[src/core/move_rotate_return_map.vh]
// How it works
// - copy register to working or itself
// - copy updates zero flag from value
// - literal return loads working, pops pc
// - plain return pops pc, two cycles
// - rotate left through carry bit mapping
// - rotate right through carry bit mapping
// - rotate left destination, only carry changes
// - rotate right destination, only carry changes
`ifndef MOVE_ROTATE_RETURN_MAP_VH
`define MOVE_ROTATE_RETURN_MAP_VH
// operation select codes
`define OP_NONE      3'h0
`define OP_COPY      3'h1
`define OP_ROT_LEFT  3'h2
`define OP_ROT_RIGHT 3'h3
`define OP_RET_PLAIN 3'h4
`define OP_RET_LIT   3'h5
`define OP_RET_IRQ   3'h6
// widths and reset values
`define DATA_W       8
`define ADDR_W       7
`define PC_W         11
`define SP_W         4
`define DATA_RST     8'h00
`define PC_RST       11'h000
`endif

[src/core/move_rotate_return_exec.v]
`timescale 1ns/100ps
`default_nettype none
`include "move_rotate_return_map.vh"
module move_rotate_return_exec (
  // clock and reset
  input  wire                 i_clk_sys,
  input  wire                 i_reset,
  // decoded instruction
  input  wire                 i_op_valid,
  input  wire [2:0]           i_op_code,
  input  wire                 i_dest_bit,
  input  wire [`ADDR_W-1:0]   i_reg_addr,
  input  wire [`DATA_W-1:0]   i_literal,
  // data memory read (same clock, combinational read)
  input  wire [`DATA_W-1:0]   i_mem_rdata,
  // stack top from the stack block
  input  wire [`PC_W-1:0]     i_stack_top,
  // status in
  input  wire                 i_carry,
  // busy to the fetch stage
  output wire                 o_busy,
  // data memory write
  output reg                  o_mem_we,
  output reg  [`ADDR_W-1:0]   o_mem_addr,
  output reg  [`DATA_W-1:0]   o_mem_wdata,
  // working register
  output reg  [`DATA_W-1:0]   o_working_register,
  // flag updates
  output reg                  o_zero_we,
  output reg                  o_zero,
  output reg                  o_carry_we,
  output reg                  o_carry,
  output reg                  o_global_irq_enable_set,
  // program counter and stack pointer
  output reg                  o_pc_load,
  output reg  [`PC_W-1:0]     o_pc_value,
  output reg                  o_stack_pop
);

  // one op per cycle is taken while idle. copies and rotates finish
  // in the cycle after the taking edge; returns pop on that same cycle
  // and hold busy high through that one cycle so that fetch can
  // refill from the new program counter. busy is combinational from
  // the sequencer state so fetch sees it in the stall cycle itself.

  // sequencer states; a return holds fetch one cycle
  localparam ST_IDLE = 1'b0;
  localparam ST_WAIT = 1'b1;

  // sequencer state
  reg                state_ff;
  reg                nxt_state;
  // datapath result for the op at the inputs
  reg [`DATA_W-1:0]  result;
  reg                new_carry;
  // decode of the op at the inputs
  wire               take_op;
  wire               is_copy;
  wire               is_rotate;
  wire               is_return;
  wire               to_memory;
  // next values of the registered outputs
  reg                nxt_mem_we;
  reg [`ADDR_W-1:0]  nxt_mem_addr;
  reg [`DATA_W-1:0]  nxt_mem_wdata;
  reg [`DATA_W-1:0]  nxt_working_register;
  reg                nxt_zero_we;
  reg                nxt_zero;
  reg                nxt_carry_we;
  reg                nxt_carry;
  reg                nxt_irq_enable_set;
  reg                nxt_pc_load;
  reg [`PC_W-1:0]    nxt_pc_value;
  reg                nxt_stack_pop;

  // rotate helpers, carry in at the free end, carry out on top
  function [`DATA_W:0] rot_left;
    input [`DATA_W-1:0] src;
    input               cin;
    begin
      // left rotate mapping
      // bit 7 leaves through carry
      rot_left = {src[7], src[6:0], cin};
    end
  endfunction

  function [`DATA_W:0] rot_right;
    input [`DATA_W-1:0] src;
    input               cin;
    begin
      // right rotate mapping
      // bit 0 leaves through carry
      rot_right = {src[0], cin, src[7:1]};
    end
  endfunction

  // true for either rotate code
  function rotate_code;
    input [2:0] code;
    begin
      rotate_code = (code == `OP_ROT_LEFT) ||
                    (code == `OP_ROT_RIGHT);
    end
  endfunction

  // true for any of the three stack returns
  function return_code;
    input [2:0] code;
    begin
      return_code = (code == `OP_RET_PLAIN) ||
                    (code == `OP_RET_LIT) ||
                    (code == `OP_RET_IRQ);
    end
  endfunction

  // zero test shared by flag logic
  function zero_value;
    input [`DATA_W-1:0] value;
    begin
      zero_value = (value == {`DATA_W{1'b0}});
    end
  endfunction

  // an op is taken only while the sequencer is idle;
  // anything offered during the stall is dropped, not queued
  assign take_op   = i_op_valid && (state_ff == ST_IDLE);
  assign is_copy   = take_op && (i_op_code == `OP_COPY);
  assign is_rotate = take_op && rotate_code(i_op_code);
  assign is_return = take_op && return_code(i_op_code);
  // destination bit high sends the result back to memory
  // the destination bit is read only by copies and rotates
  assign to_memory = i_dest_bit;

  // returns take a second cycle; fetch is held
  assign o_busy = (state_ff == ST_WAIT);

  // result and carry selection; memory read is combinational,
  // so the result is ready within the taking cycle
  // rotates carry out on the top bit of the helper
  always @* begin
    result    = i_mem_rdata;
    new_carry = i_carry;
    case (i_op_code)
      `OP_ROT_LEFT: begin
        {new_carry, result} = rot_left(i_mem_rdata, i_carry);
      end
      `OP_ROT_RIGHT: begin
        {new_carry, result} = rot_right(i_mem_rdata, i_carry);
      end
      default: begin
        result    = i_mem_rdata;
        new_carry = i_carry;
      end
    endcase
  end

  // second cycle of returns
  // the stall cycle ends unconditionally; nothing can extend it
  always @* begin
    nxt_state = ST_IDLE;
    case (state_ff)
      ST_IDLE: begin
        if (is_return) begin
          nxt_state = ST_WAIT;
        end
      end
      default: begin
        nxt_state = ST_IDLE;
      end
    endcase
  end

  // memory write path; address and data hold between writes
  // a copy and a rotate never overlap, so the branches never fight
  always @* begin
    nxt_mem_we    = 1'b0;
    nxt_mem_addr  = o_mem_addr;
    nxt_mem_wdata = o_mem_wdata;
    if (is_copy && to_memory) begin
      nxt_mem_we    = 1'b1;
      nxt_mem_addr  = i_reg_addr;
      nxt_mem_wdata = result;
    end
    if (is_rotate && to_memory) begin
      nxt_mem_we    = 1'b1;
      nxt_mem_addr  = i_reg_addr;
      nxt_mem_wdata = result;
    end
  end

  // working register; holds unless an op targets it
  // op codes are exclusive, so at most one branch applies
  always @* begin
    nxt_working_register = o_working_register;
    if (is_copy && !to_memory) begin
      nxt_working_register = result;
    end
    if (is_rotate && !to_memory) begin
      nxt_working_register = result;
    end
    if (is_return && (i_op_code == `OP_RET_LIT)) begin
      nxt_working_register = i_literal;
    end
  end

  // flag writes; each op touches only its own flag
  // the carry input is the current flag, read only by rotates
  always @* begin
    nxt_zero_we  = 1'b0;
    nxt_zero     = o_zero;
    nxt_carry_we = 1'b0;
    nxt_carry    = o_carry;
    if (is_copy) begin
      nxt_zero_we = 1'b1;
      nxt_zero    = zero_value(result);
    end
    if (is_rotate) begin
      nxt_carry_we = 1'b1;
      nxt_carry    = new_carry;
    end
  end

  // return controls; returns leave every status flag alone
  // the stack block decrements its pointer on the pop pulse;
  // the program counter value holds so fetch may read it late
  always @* begin
    nxt_pc_load        = 1'b0;
    nxt_pc_value       = o_pc_value;
    nxt_stack_pop      = 1'b0;
    nxt_irq_enable_set = 1'b0;
    if (is_return) begin
      nxt_pc_load  = 1'b1;
      nxt_pc_value = i_stack_top;
      nxt_stack_pop = 1'b1;
    end
    if (is_return && (i_op_code == `OP_RET_IRQ)) begin
      nxt_irq_enable_set = 1'b1;
    end
  end

  // sequencer register; reset drops any pending stall
  always @(posedge i_clk_sys) begin
    if (i_reset) begin
      state_ff <= ST_IDLE;
    end else begin
      state_ff <= nxt_state;
    end
  end

  // memory write registers; the strobe is a one-cycle pulse
  always @(posedge i_clk_sys) begin
    if (i_reset) begin
      o_mem_we    <= 1'b0;
      o_mem_addr  <= {`ADDR_W{1'b0}};
      o_mem_wdata <= `DATA_RST;
    end else begin
      o_mem_we    <= nxt_mem_we;
      o_mem_addr  <= nxt_mem_addr;
      o_mem_wdata <= nxt_mem_wdata;
    end
  end

  // working register
  always @(posedge i_clk_sys) begin
    if (i_reset) begin
      o_working_register <= `DATA_RST;
    end else begin
      o_working_register <= nxt_working_register;
    end
  end

  // flag registers; value outputs hold, enables pulse
  always @(posedge i_clk_sys) begin
    if (i_reset) begin
      o_zero_we  <= 1'b0;
      o_zero     <= 1'b0;
      o_carry_we <= 1'b0;
      o_carry    <= 1'b0;
    end else begin
      o_zero_we  <= nxt_zero_we;
      o_zero     <= nxt_zero;
      o_carry_we <= nxt_carry_we;
      o_carry    <= nxt_carry;
    end
  end

  // program counter, stack and interrupt enable pulses
  always @(posedge i_clk_sys) begin
    if (i_reset) begin
      o_pc_load               <= 1'b0;
      o_pc_value              <= `PC_RST;
      o_stack_pop             <= 1'b0;
      o_global_irq_enable_set <= 1'b0;
    end else begin
      o_pc_load               <= nxt_pc_load;
      o_pc_value              <= nxt_pc_value;
      o_stack_pop             <= nxt_stack_pop;
      o_global_irq_enable_set <= nxt_irq_enable_set;
    end
  end

endmodule
`default_nettype wire

[config.mk]
export PLATFORM = sky130hd
export DESIGN_NAME = move_rotate_return_exec
export DESIGN_NICKNAME = d
export VERILOG_FILES = /design/src/core/move_rotate_return_exec.v
export VERILOG_INCLUDE_DIRS = /design/src /design/src/core
export SDC_FILE = /design/constraint.sdc
export NUM_CORES = 1
export LEC_CHECK = 0
export BUFFER_PORTS_ARGS = -buffer_cell sky130_fd_sc_hd__buf_2
export CORE_ASPECT_RATIO = 1.1
export CORE_MARGIN = 2
export CORE_UTILIZATION = 51
export CTS_BUF_LIST = sky130_fd_sc_hd__clkbuf_2
export DETAILED_ROUTE_END_ITERATION = 8
export HOLD_SLACK_MARGIN = 0.12
export PLACE_DENSITY = 0.85
export SYNTH_ARGS = -nofsm -noshare
export SYNTH_HDL_FRONTEND = slang
export SYNTH_SLANG_ARGS = --single-unit
[constraint.sdc]
create_clock -name i_clk_sys -period 4.5 [get_ports i_clk_sys]
set_input_delay 0.9 -clock i_clk_sys [delete_from_list [all_inputs] [get_ports i_clk_sys]]
set_output_delay 0.9 -clock i_clk_sys [all_outputs]
set_load 0.05 [all_outputs]
==> flow_summary.toml, run 1 <==
[status]
status = "finished, final reports clean"

[global_route]
grt_overflow_total = 0
grt_use_total = 0.235
grt_pass1_wl_mm = 6.98
grt_pass1_vias = 1545
grtUsageMet3 = 0.0626
grt_max_degree = 43
top_usage_layer = "met2"
use_met2 = 0.380
met1_usage = 0.289
antenna_found_initial = 0

[logic_synthesis]
yosysWarningCount = 0
ys_seq_area_frac = 0.472
synth-main-ff-cell = "dfxtp_1"
syn_inst = 192
synth_nets = 234
yosysUniqueCellTypes = 31
async_flop_share = 0
syn_avg_cell_area_um2 = 9.27
synth_seq_cells = 42
syn-cell-area_mm2 = 0.00178
synth_edf_count = 0

[timing]
skew_ns = 0.0224
worstMarginPinSlew_ns = 0.798
max_clock_freq_ghz = 0.441
finalCritPeriodShare = 0.504
finalHoldViolations = 0
slew_headroom = 0.467
rsz0062_at_grt = "no"
post-route-min-period_ns = 2.27
fin_tns_setup_ns = 0
slew_viol_final = 0
setup_violations = 0

[final_layout]
drive_gt1_frac = 0.424
layout_common_cells = "buf_2 (84), dfxtp_1 (42), nand2_1 (35), a21oi_1 (23), nor2_1 (19)"
final_cell_area_mm2 = 0.00224
fillers = 298
synthToLayoutAreaGrowth_pct = 25.8
fin_nets = 312
multi_input_area_um2 = 863
seqCellArea_um2 = 841
mostFrequentLayoutCell = "buf_2"
diodes = 0

[floorplan]
core-area_mm2 = 0.00333
rows = 22
chipHeight_um = 66.0
die_area_mm2 = 0.00398
fp.dieW_um = 60.3
initial_core_util = 0.535
io_pins = 85

[setup_path]
regToRegEndpoint = "o_working_register[2]"
cp-end-kind = "register"
cp_num_buf_inv = 1
reg2reg_depth = 4
critPathKind = "in -> reg"
r2r_start = "o_busy"
crit_path_start_kind = "input pin"
slowest_stage = "nor2b_1"
arrival_ns = 2.65
cp_top_family = "simple AND/OR/NAND/NOR gates"
cp_cell_sequence = "buf_2 -> nor2b_1 -> mux2_2 -> nor4_2 -> a32o_1"
r2r_setup_slack_ns = 2.80
cp_max_fo = 9
crit_end = "o_zero"
cp.depth = 5
critPathRequiredTime_ns = 4.88
max_stage_delay_ns = 0.65
crit_path_start = "i_op_code[1]"

[drt]
viasPerCell = 5.16
ant_nets = 0
drt_pre_antenna_iters = 4
vias = 1646
route.detailed.drc = 0
wl_mm = 4.30
drt-wirelength-per-cell_um = 13.5
drt-initial-drc-count = 52

[placement]
placed_cell_area_mm2 = 0.00220
port_buffers = 84
dpl.hpwl_mm = 3.14
place_congestion = 0.900

[clock_network]
cts_resized = 0
worst_skew_pair.late_latency_ns = 0.41
postCtsSetupRepairBufs = 0
cts_sinks = 42
path_clk_slew_ns = 0.23
cts_root_buf = "clkbuf_2"
holdBufCountCts = 0
htree_levels = 2
cts_inserted_buffers = 5
max-clock-path-buffers = 2
cts_tree = "done"

[pwr]
switchingPower_uw = 232
clkPwrFrac = 0.235
power_density_mw_per_mm2 = 317
p_leak_nw = 1.11
vdd_drop_max_mv = 0.199
comb_power_share = 0.212
intPower_uw = 478
p_sw_frac = 0.327
power_frac_seq = 0.553

[job]
drv_cap = 0

[worst_hold_path]
holdCritPathClass = "reg -> reg"
==> state kept, by name (all words and copies together), names as in the netlist <==
name,cells
o_mem_wdata,8
o_working_register,8
o_mem_we,1
o_stack_pop,1
o_global_irq_enable_set,1
o_mem_addr,7
o_zero,1
o_carry,1
o_zero_we,1
o_carry_we,1
o_pc_value,11
o_busy,1
==> Yosys cell counts (2+ instances only) <==
| master | n | area (um^2) |
|---|---|---|
| clkbuf_1 | 7 | 26.3 |
| or2_2 | 2 | 12.5 |
| nor2b_1 | 2 | 12.5 |
| a22oi_1 | 5 | 37.5 |
| buf_2 | 4 | 20.0 |
| inv_1 | 3 | 11.3 |
| mux2i_1 | 12 | 120 |
| mux2_2 | 13 | 146 |
| nand3b_1 | 2 | 15.0 |
| mux2_1 | 2 | 22.5 |
| nor4_2 | 2 | 25.0 |
| dfxtp_1 | 42 | 841 |
| nor2_1 | 19 | 71.3 |
| nand2_1 | 35 | 131 |
| o221a_2 | 3 | 33.8 |
| a21oi_1 | 23 | 115 |
| mux2_4 | 2 | 30.0 |
==> area by class of cell <==
class,count,share of cell area
Tap cell,48,0.0268
Clock inverter,2,0.00615
Inverter,3,0.00503
Clock buffer,6,0.0134
Sequential cell,42,0.375
Timing Repair Buffer,84,0.188
Multi-Input combinational cell,134,0.385
==> worst min-delay path by stage <==
stage / startpoint / endpoint / cells after the start
finish: o_mem_addr[2] / o_mem_addr[2] / 2
CTS: o_mem_addr[2] / o_mem_addr[2] / 2
detailed placement: o_mem_addr[2] / o_mem_addr[2] / 2
global placement: o_mem_addr[6] / o_mem_addr[6] / 2
global route: o_working_register[2] / o_working_register[2] / 2
floorplan: o_working_register[0] / o_working_register[0] / 2
==> worst reg2reg max path, stage by stage (launching register included) <==
cell and delay [ns]:
dfxtp_1 0.38, or3b_1 0.40, nor3_1 0.57, a22oi_1 0.17
a21oi_1 0.16
==> logic make-up after synthesis <==
kind of cell | after synthesis | share of synthesized area
AOI/OAI and AO/OA | 35 | 0.125
buffers and inverters | 16 | 0.0429
DFF | 42 | 0.472
muxes | 29 | 0.179
and+or+nand+nor | 70 | 0.181
==> per-stage QoR <==
| stage | setup slack [ns] | power (mW) | util | hold slack, ns | std cells |
|---|---|---|---|---|---|
| after detailed placement | 1.85 | 0.550 | 0.659 | 0.444 | 311 |
| final | 2.23 | 0.710 | 0.672 | 0.467 | 319 |
| after global placement | 1.94 | 0.547 | 0.659 | 0.440 | 311 |
| after CTS | 2.27 | 0.715 | 0.672 | 0.467 | 319 |
| after global routing | 2.19 | 0.747 | 0.672 | 0.481 | 319 |
| after floorplan | 2.39 | 0.508 | - | 0.673 | 192 |
==> power groups by stage <==
| stage | combinational [mW] | sequential (mW) | clock, mW |
|---|---|---|---|
| floorplan | 0.0594 | 0.448 | 0 |
| global placement | 0.147 | 0.400 | 0 |
| detailed placement | 0.150 | 0.400 | 0 |
| CTS | 0.150 | 0.393 | 0.172 |
| global route | 0.161 | 0.395 | 0.191 |
| finish | 0.150 | 0.393 | 0.167 |
==> per-layer routing <==
layer	routed length (um)	part of all wire
met4	106	0.025
met3	368	0.086
met1	1830	0.42
met5	0	0
met2	2000	0.47
(Power assumes the default switching activity.)
==> run 2: changes to the inputs <==
Settings changed: ABC_AREA from default to 1, CORE_UTILIZATION 51 to 43, PLACE_DENSITY 0.85 to 0.76.
Clock period 4.5 ns to 1.8 ns, I/O delays scaled along.
==> run 2 against run 1 <==
  * Die area grew 20%
  * Sequential share of layout area shrank 1.4 points
  * Critical path type is now reg -> reg
  * First-iteration DRC count grew 87%
  * Combinational power grew to 3.1 times the previous value
  * Utilization shrank 9.5 points
  * Setup slack lost 1.9 ns
  * Largest power group unchanged
  * Synthesized area grew 2.1%
  * Cell count grew 21%
  * Cell area grew 3.8%
  * Register-to-register slack lost 2.5 ns
  * Sequential power grew to 2.5 times the previous value
==> flow_summary.toml, run 2 <==
[logic_synthesis]
synth_nets = 290
syn_inst = 248
syn-cell-area_mm2 = 0.00182
yosysWarningCount = 0
yosysMostFrequentCell = "nor2_1"
synth_edf_count = 0
synthTopCellsByCount = "nor2_1 (63), dfxtp_1 (42), o21ai_0 (33)"
syn_avg_cell_area_um2 = 7.33
synth_seq_cells = 42
synth_area_leader_cell = "dfxtp_1"
async_flop_share = 0
synth_top_area_share = 0.462
yosysUniqueCellTypes = 25
ys_seq_area_frac = 0.462
synth-main-ff-cell = "dfxtp_1"
synth_area_leaders = "dfxtp_1 (46%), nor2_1 (13%), o21ai_0 (9.1%)"

[setup_path]
r2r_setup_slack_ns = 0.34
regToRegEndpoint = "o_mem_wdata[0]"
cp-end-kind = "register"
arrival_ns = 1.82
critPathRequiredTime_ns = 2.16
cp_max_fo = 23
r2r_start = "o_busy"
critPathKind = "reg -> reg"
crit_path_start = "o_busy"
crit_path_start_kind = "register"
reg2reg_depth = 7

[final_layout]
drive_gt1_frac = 0.335
largest_reg_flops = 11
final_cell_area_mm2 = 0.00232
diodes = 0
layout_common_cells = "buf_2 (84), nor2_1 (63), dfxtp_1 (42), o21ai_0 (33), nand2_1 (28)"
top_register = "o_pc_value"
instances_no_fill = 386
reg.largest.list = "o_pc_value: 11 flops, o_mem_wdata: 8 flops, o_working_register: 8 flops"
synthToLayoutAreaGrowth_pct = 27.9
mostFrequentLayoutCell = "buf_2"
fin_nets = 375

[clock_network]
htree_levels = 2
postCtsSetupRepairBufs = 0
cts_tree = "done"
path_clk_slew_ns = 0.23
cts_sinks = 42
holdBufCountCts = 0
cts_root_buf = "clkbuf_2"
max-clock-path-buffers = 2
cts_inserted_buffers = 5
worst_skew_pair.late_latency_ns = 0.42
cts_resized = 0

[global_route]
grt_pass1_wl_mm = 7.08
grt_pass1_vias = 1608
grt_max_degree = 24
antenna_found_initial = 0
grt_overflow_total = 0
grt_use_total = 0.189

[drt]
ant_nets = 0
wl_mm = 4.33
route.detailed.drc = 0
vias = 1848
drt_pre_antenna_iters = 4
drt-wirelength-per-cell_um = 11.2
drt-initial-drc-count = 97
viasPerCell = 4.79

[floorplan]
die_area_mm2 = 0.00476
core-area_mm2 = 0.00402
rows = 24
io_pins = 85
fp.dieW_um = 66.0
chipHeight_um = 72.2
initial_core_util = 0.452

[timing]
skew_ns = 0.0156
max_clock_freq_ghz = 0.684
fin_tns_setup_ns = 0
slew_viol_final = 0
worstMarginPinSlew_ns = 0.339
finalHoldViolations = 0
finalCritPeriodShare = 0.813
slew_headroom = 0.774
setup_violations = 0
post-route-min-period_ns = 1.46
rsz0062_at_grt = "no"

[placement]
port_buffers = 84
dpl.hpwl_mm = 3.39
placed_cell_area_mm2 = 0.00228
place_congestion = 0.853
placed_cells = 378

[pwr]
power_density_mw_per_mm2 = 818
p_leak_nw = 1.27
vdd_drop_max_mv = 0.419

[worst_hold_path]
holdCritPathClass = "in -> reg"
worstHoldStart = "i_reset"
worstHoldPathCells = 2
hold_end = "o_zero_we"

[status]
status = "finished, final reports clean"

[job]
drv_cap = 0
## run 2: cell count changes after synthesis, moves of 5 or more
| cell | change |
|---|---|
| nand3_1 | +6 |
| a22oi_1 | -5 |
| nand2_1 | -7 |
| mux2i_1 | -12 |
| a21oi_1 | -9 |
| inv_1 | +15 |
| mux2_2 | -13 |
| o21ai_1 | +6 |
| nand2_4 | +5 |
| nor2_1 | +44 |
| nand4_1 | +5 |
| o21ai_0 | +33 |
## run 2: logic make-up (layout without fill, tap and decap cells)
family          Yosys count  after routing  synth area share
flops                    42             42             0.462
buf+inv                  32            118            0.0798
simple gates            117            117             0.296
compound gates           57             57             0.162
## run 2: metal layers
layer  track usage  part of all wire
met1         0.239              0.44
met2         0.313              0.48
met3        0.0543             0.066
met4        0.0544             0.011
met5             0                 0
## run 2: how the worst max path moves through the flow
stage                                       end  depth (start not counted)
after global routing             o_mem_wdata[3]                          7
after CTS                                o_zero                          1
after floorplan           o_working_register[7]                          6
after detailed placement                 o_zero                         10
after global placement           o_mem_wdata[0]                         10
final                            o_mem_wdata[0]                          7
## run 2: power by group
part	switching, mW	leakage, nW	internal [mW]
clock	0.331	0.0256	0.0993
sequential	0.0222	0.343	0.981
combinational	0.339	0.899	0.130
## run 2: final cells by class
type / instances / area (um^2)
clock buffers: 5 / 25.0
clock inverters: 3 / 23.8
fillers: 422 / 1700
inverters: 22 / 87.6
multi-input cells: 174 / 832
flip-flops and latches: 42 / 841
well taps: 52 / 65.1
repair buffers: 88 / 450
## run 2: per-stage QoR
step / hold slack [ns] / utilization / power (mW) / worst slack [ns]
after floorplan: 0.432 / - / 1.36 / 0.223
after global placement: 0.445 / 0.566 / 1.49 / 0.216
after detailed placement: 0.453 / 0.566 / 1.49 / 0.181
after CTS: 0.140 / 0.578 / 1.92 / 0.326
after global routing: 0.133 / 0.578 / 2.00 / 0.203
final: 0.155 / 0.578 / 1.90 / 0.337
## run 2: worst max-delay path: stages, from the launching register on
cell and delay, ns:
dfxtp_1 0.36, nor2_2 0.26, nand3_2 0.17, nand2_4 0.13, nand2_4 0.09, inv_4 0.18
o21ai_0 0.10, a21oi_1 0.12
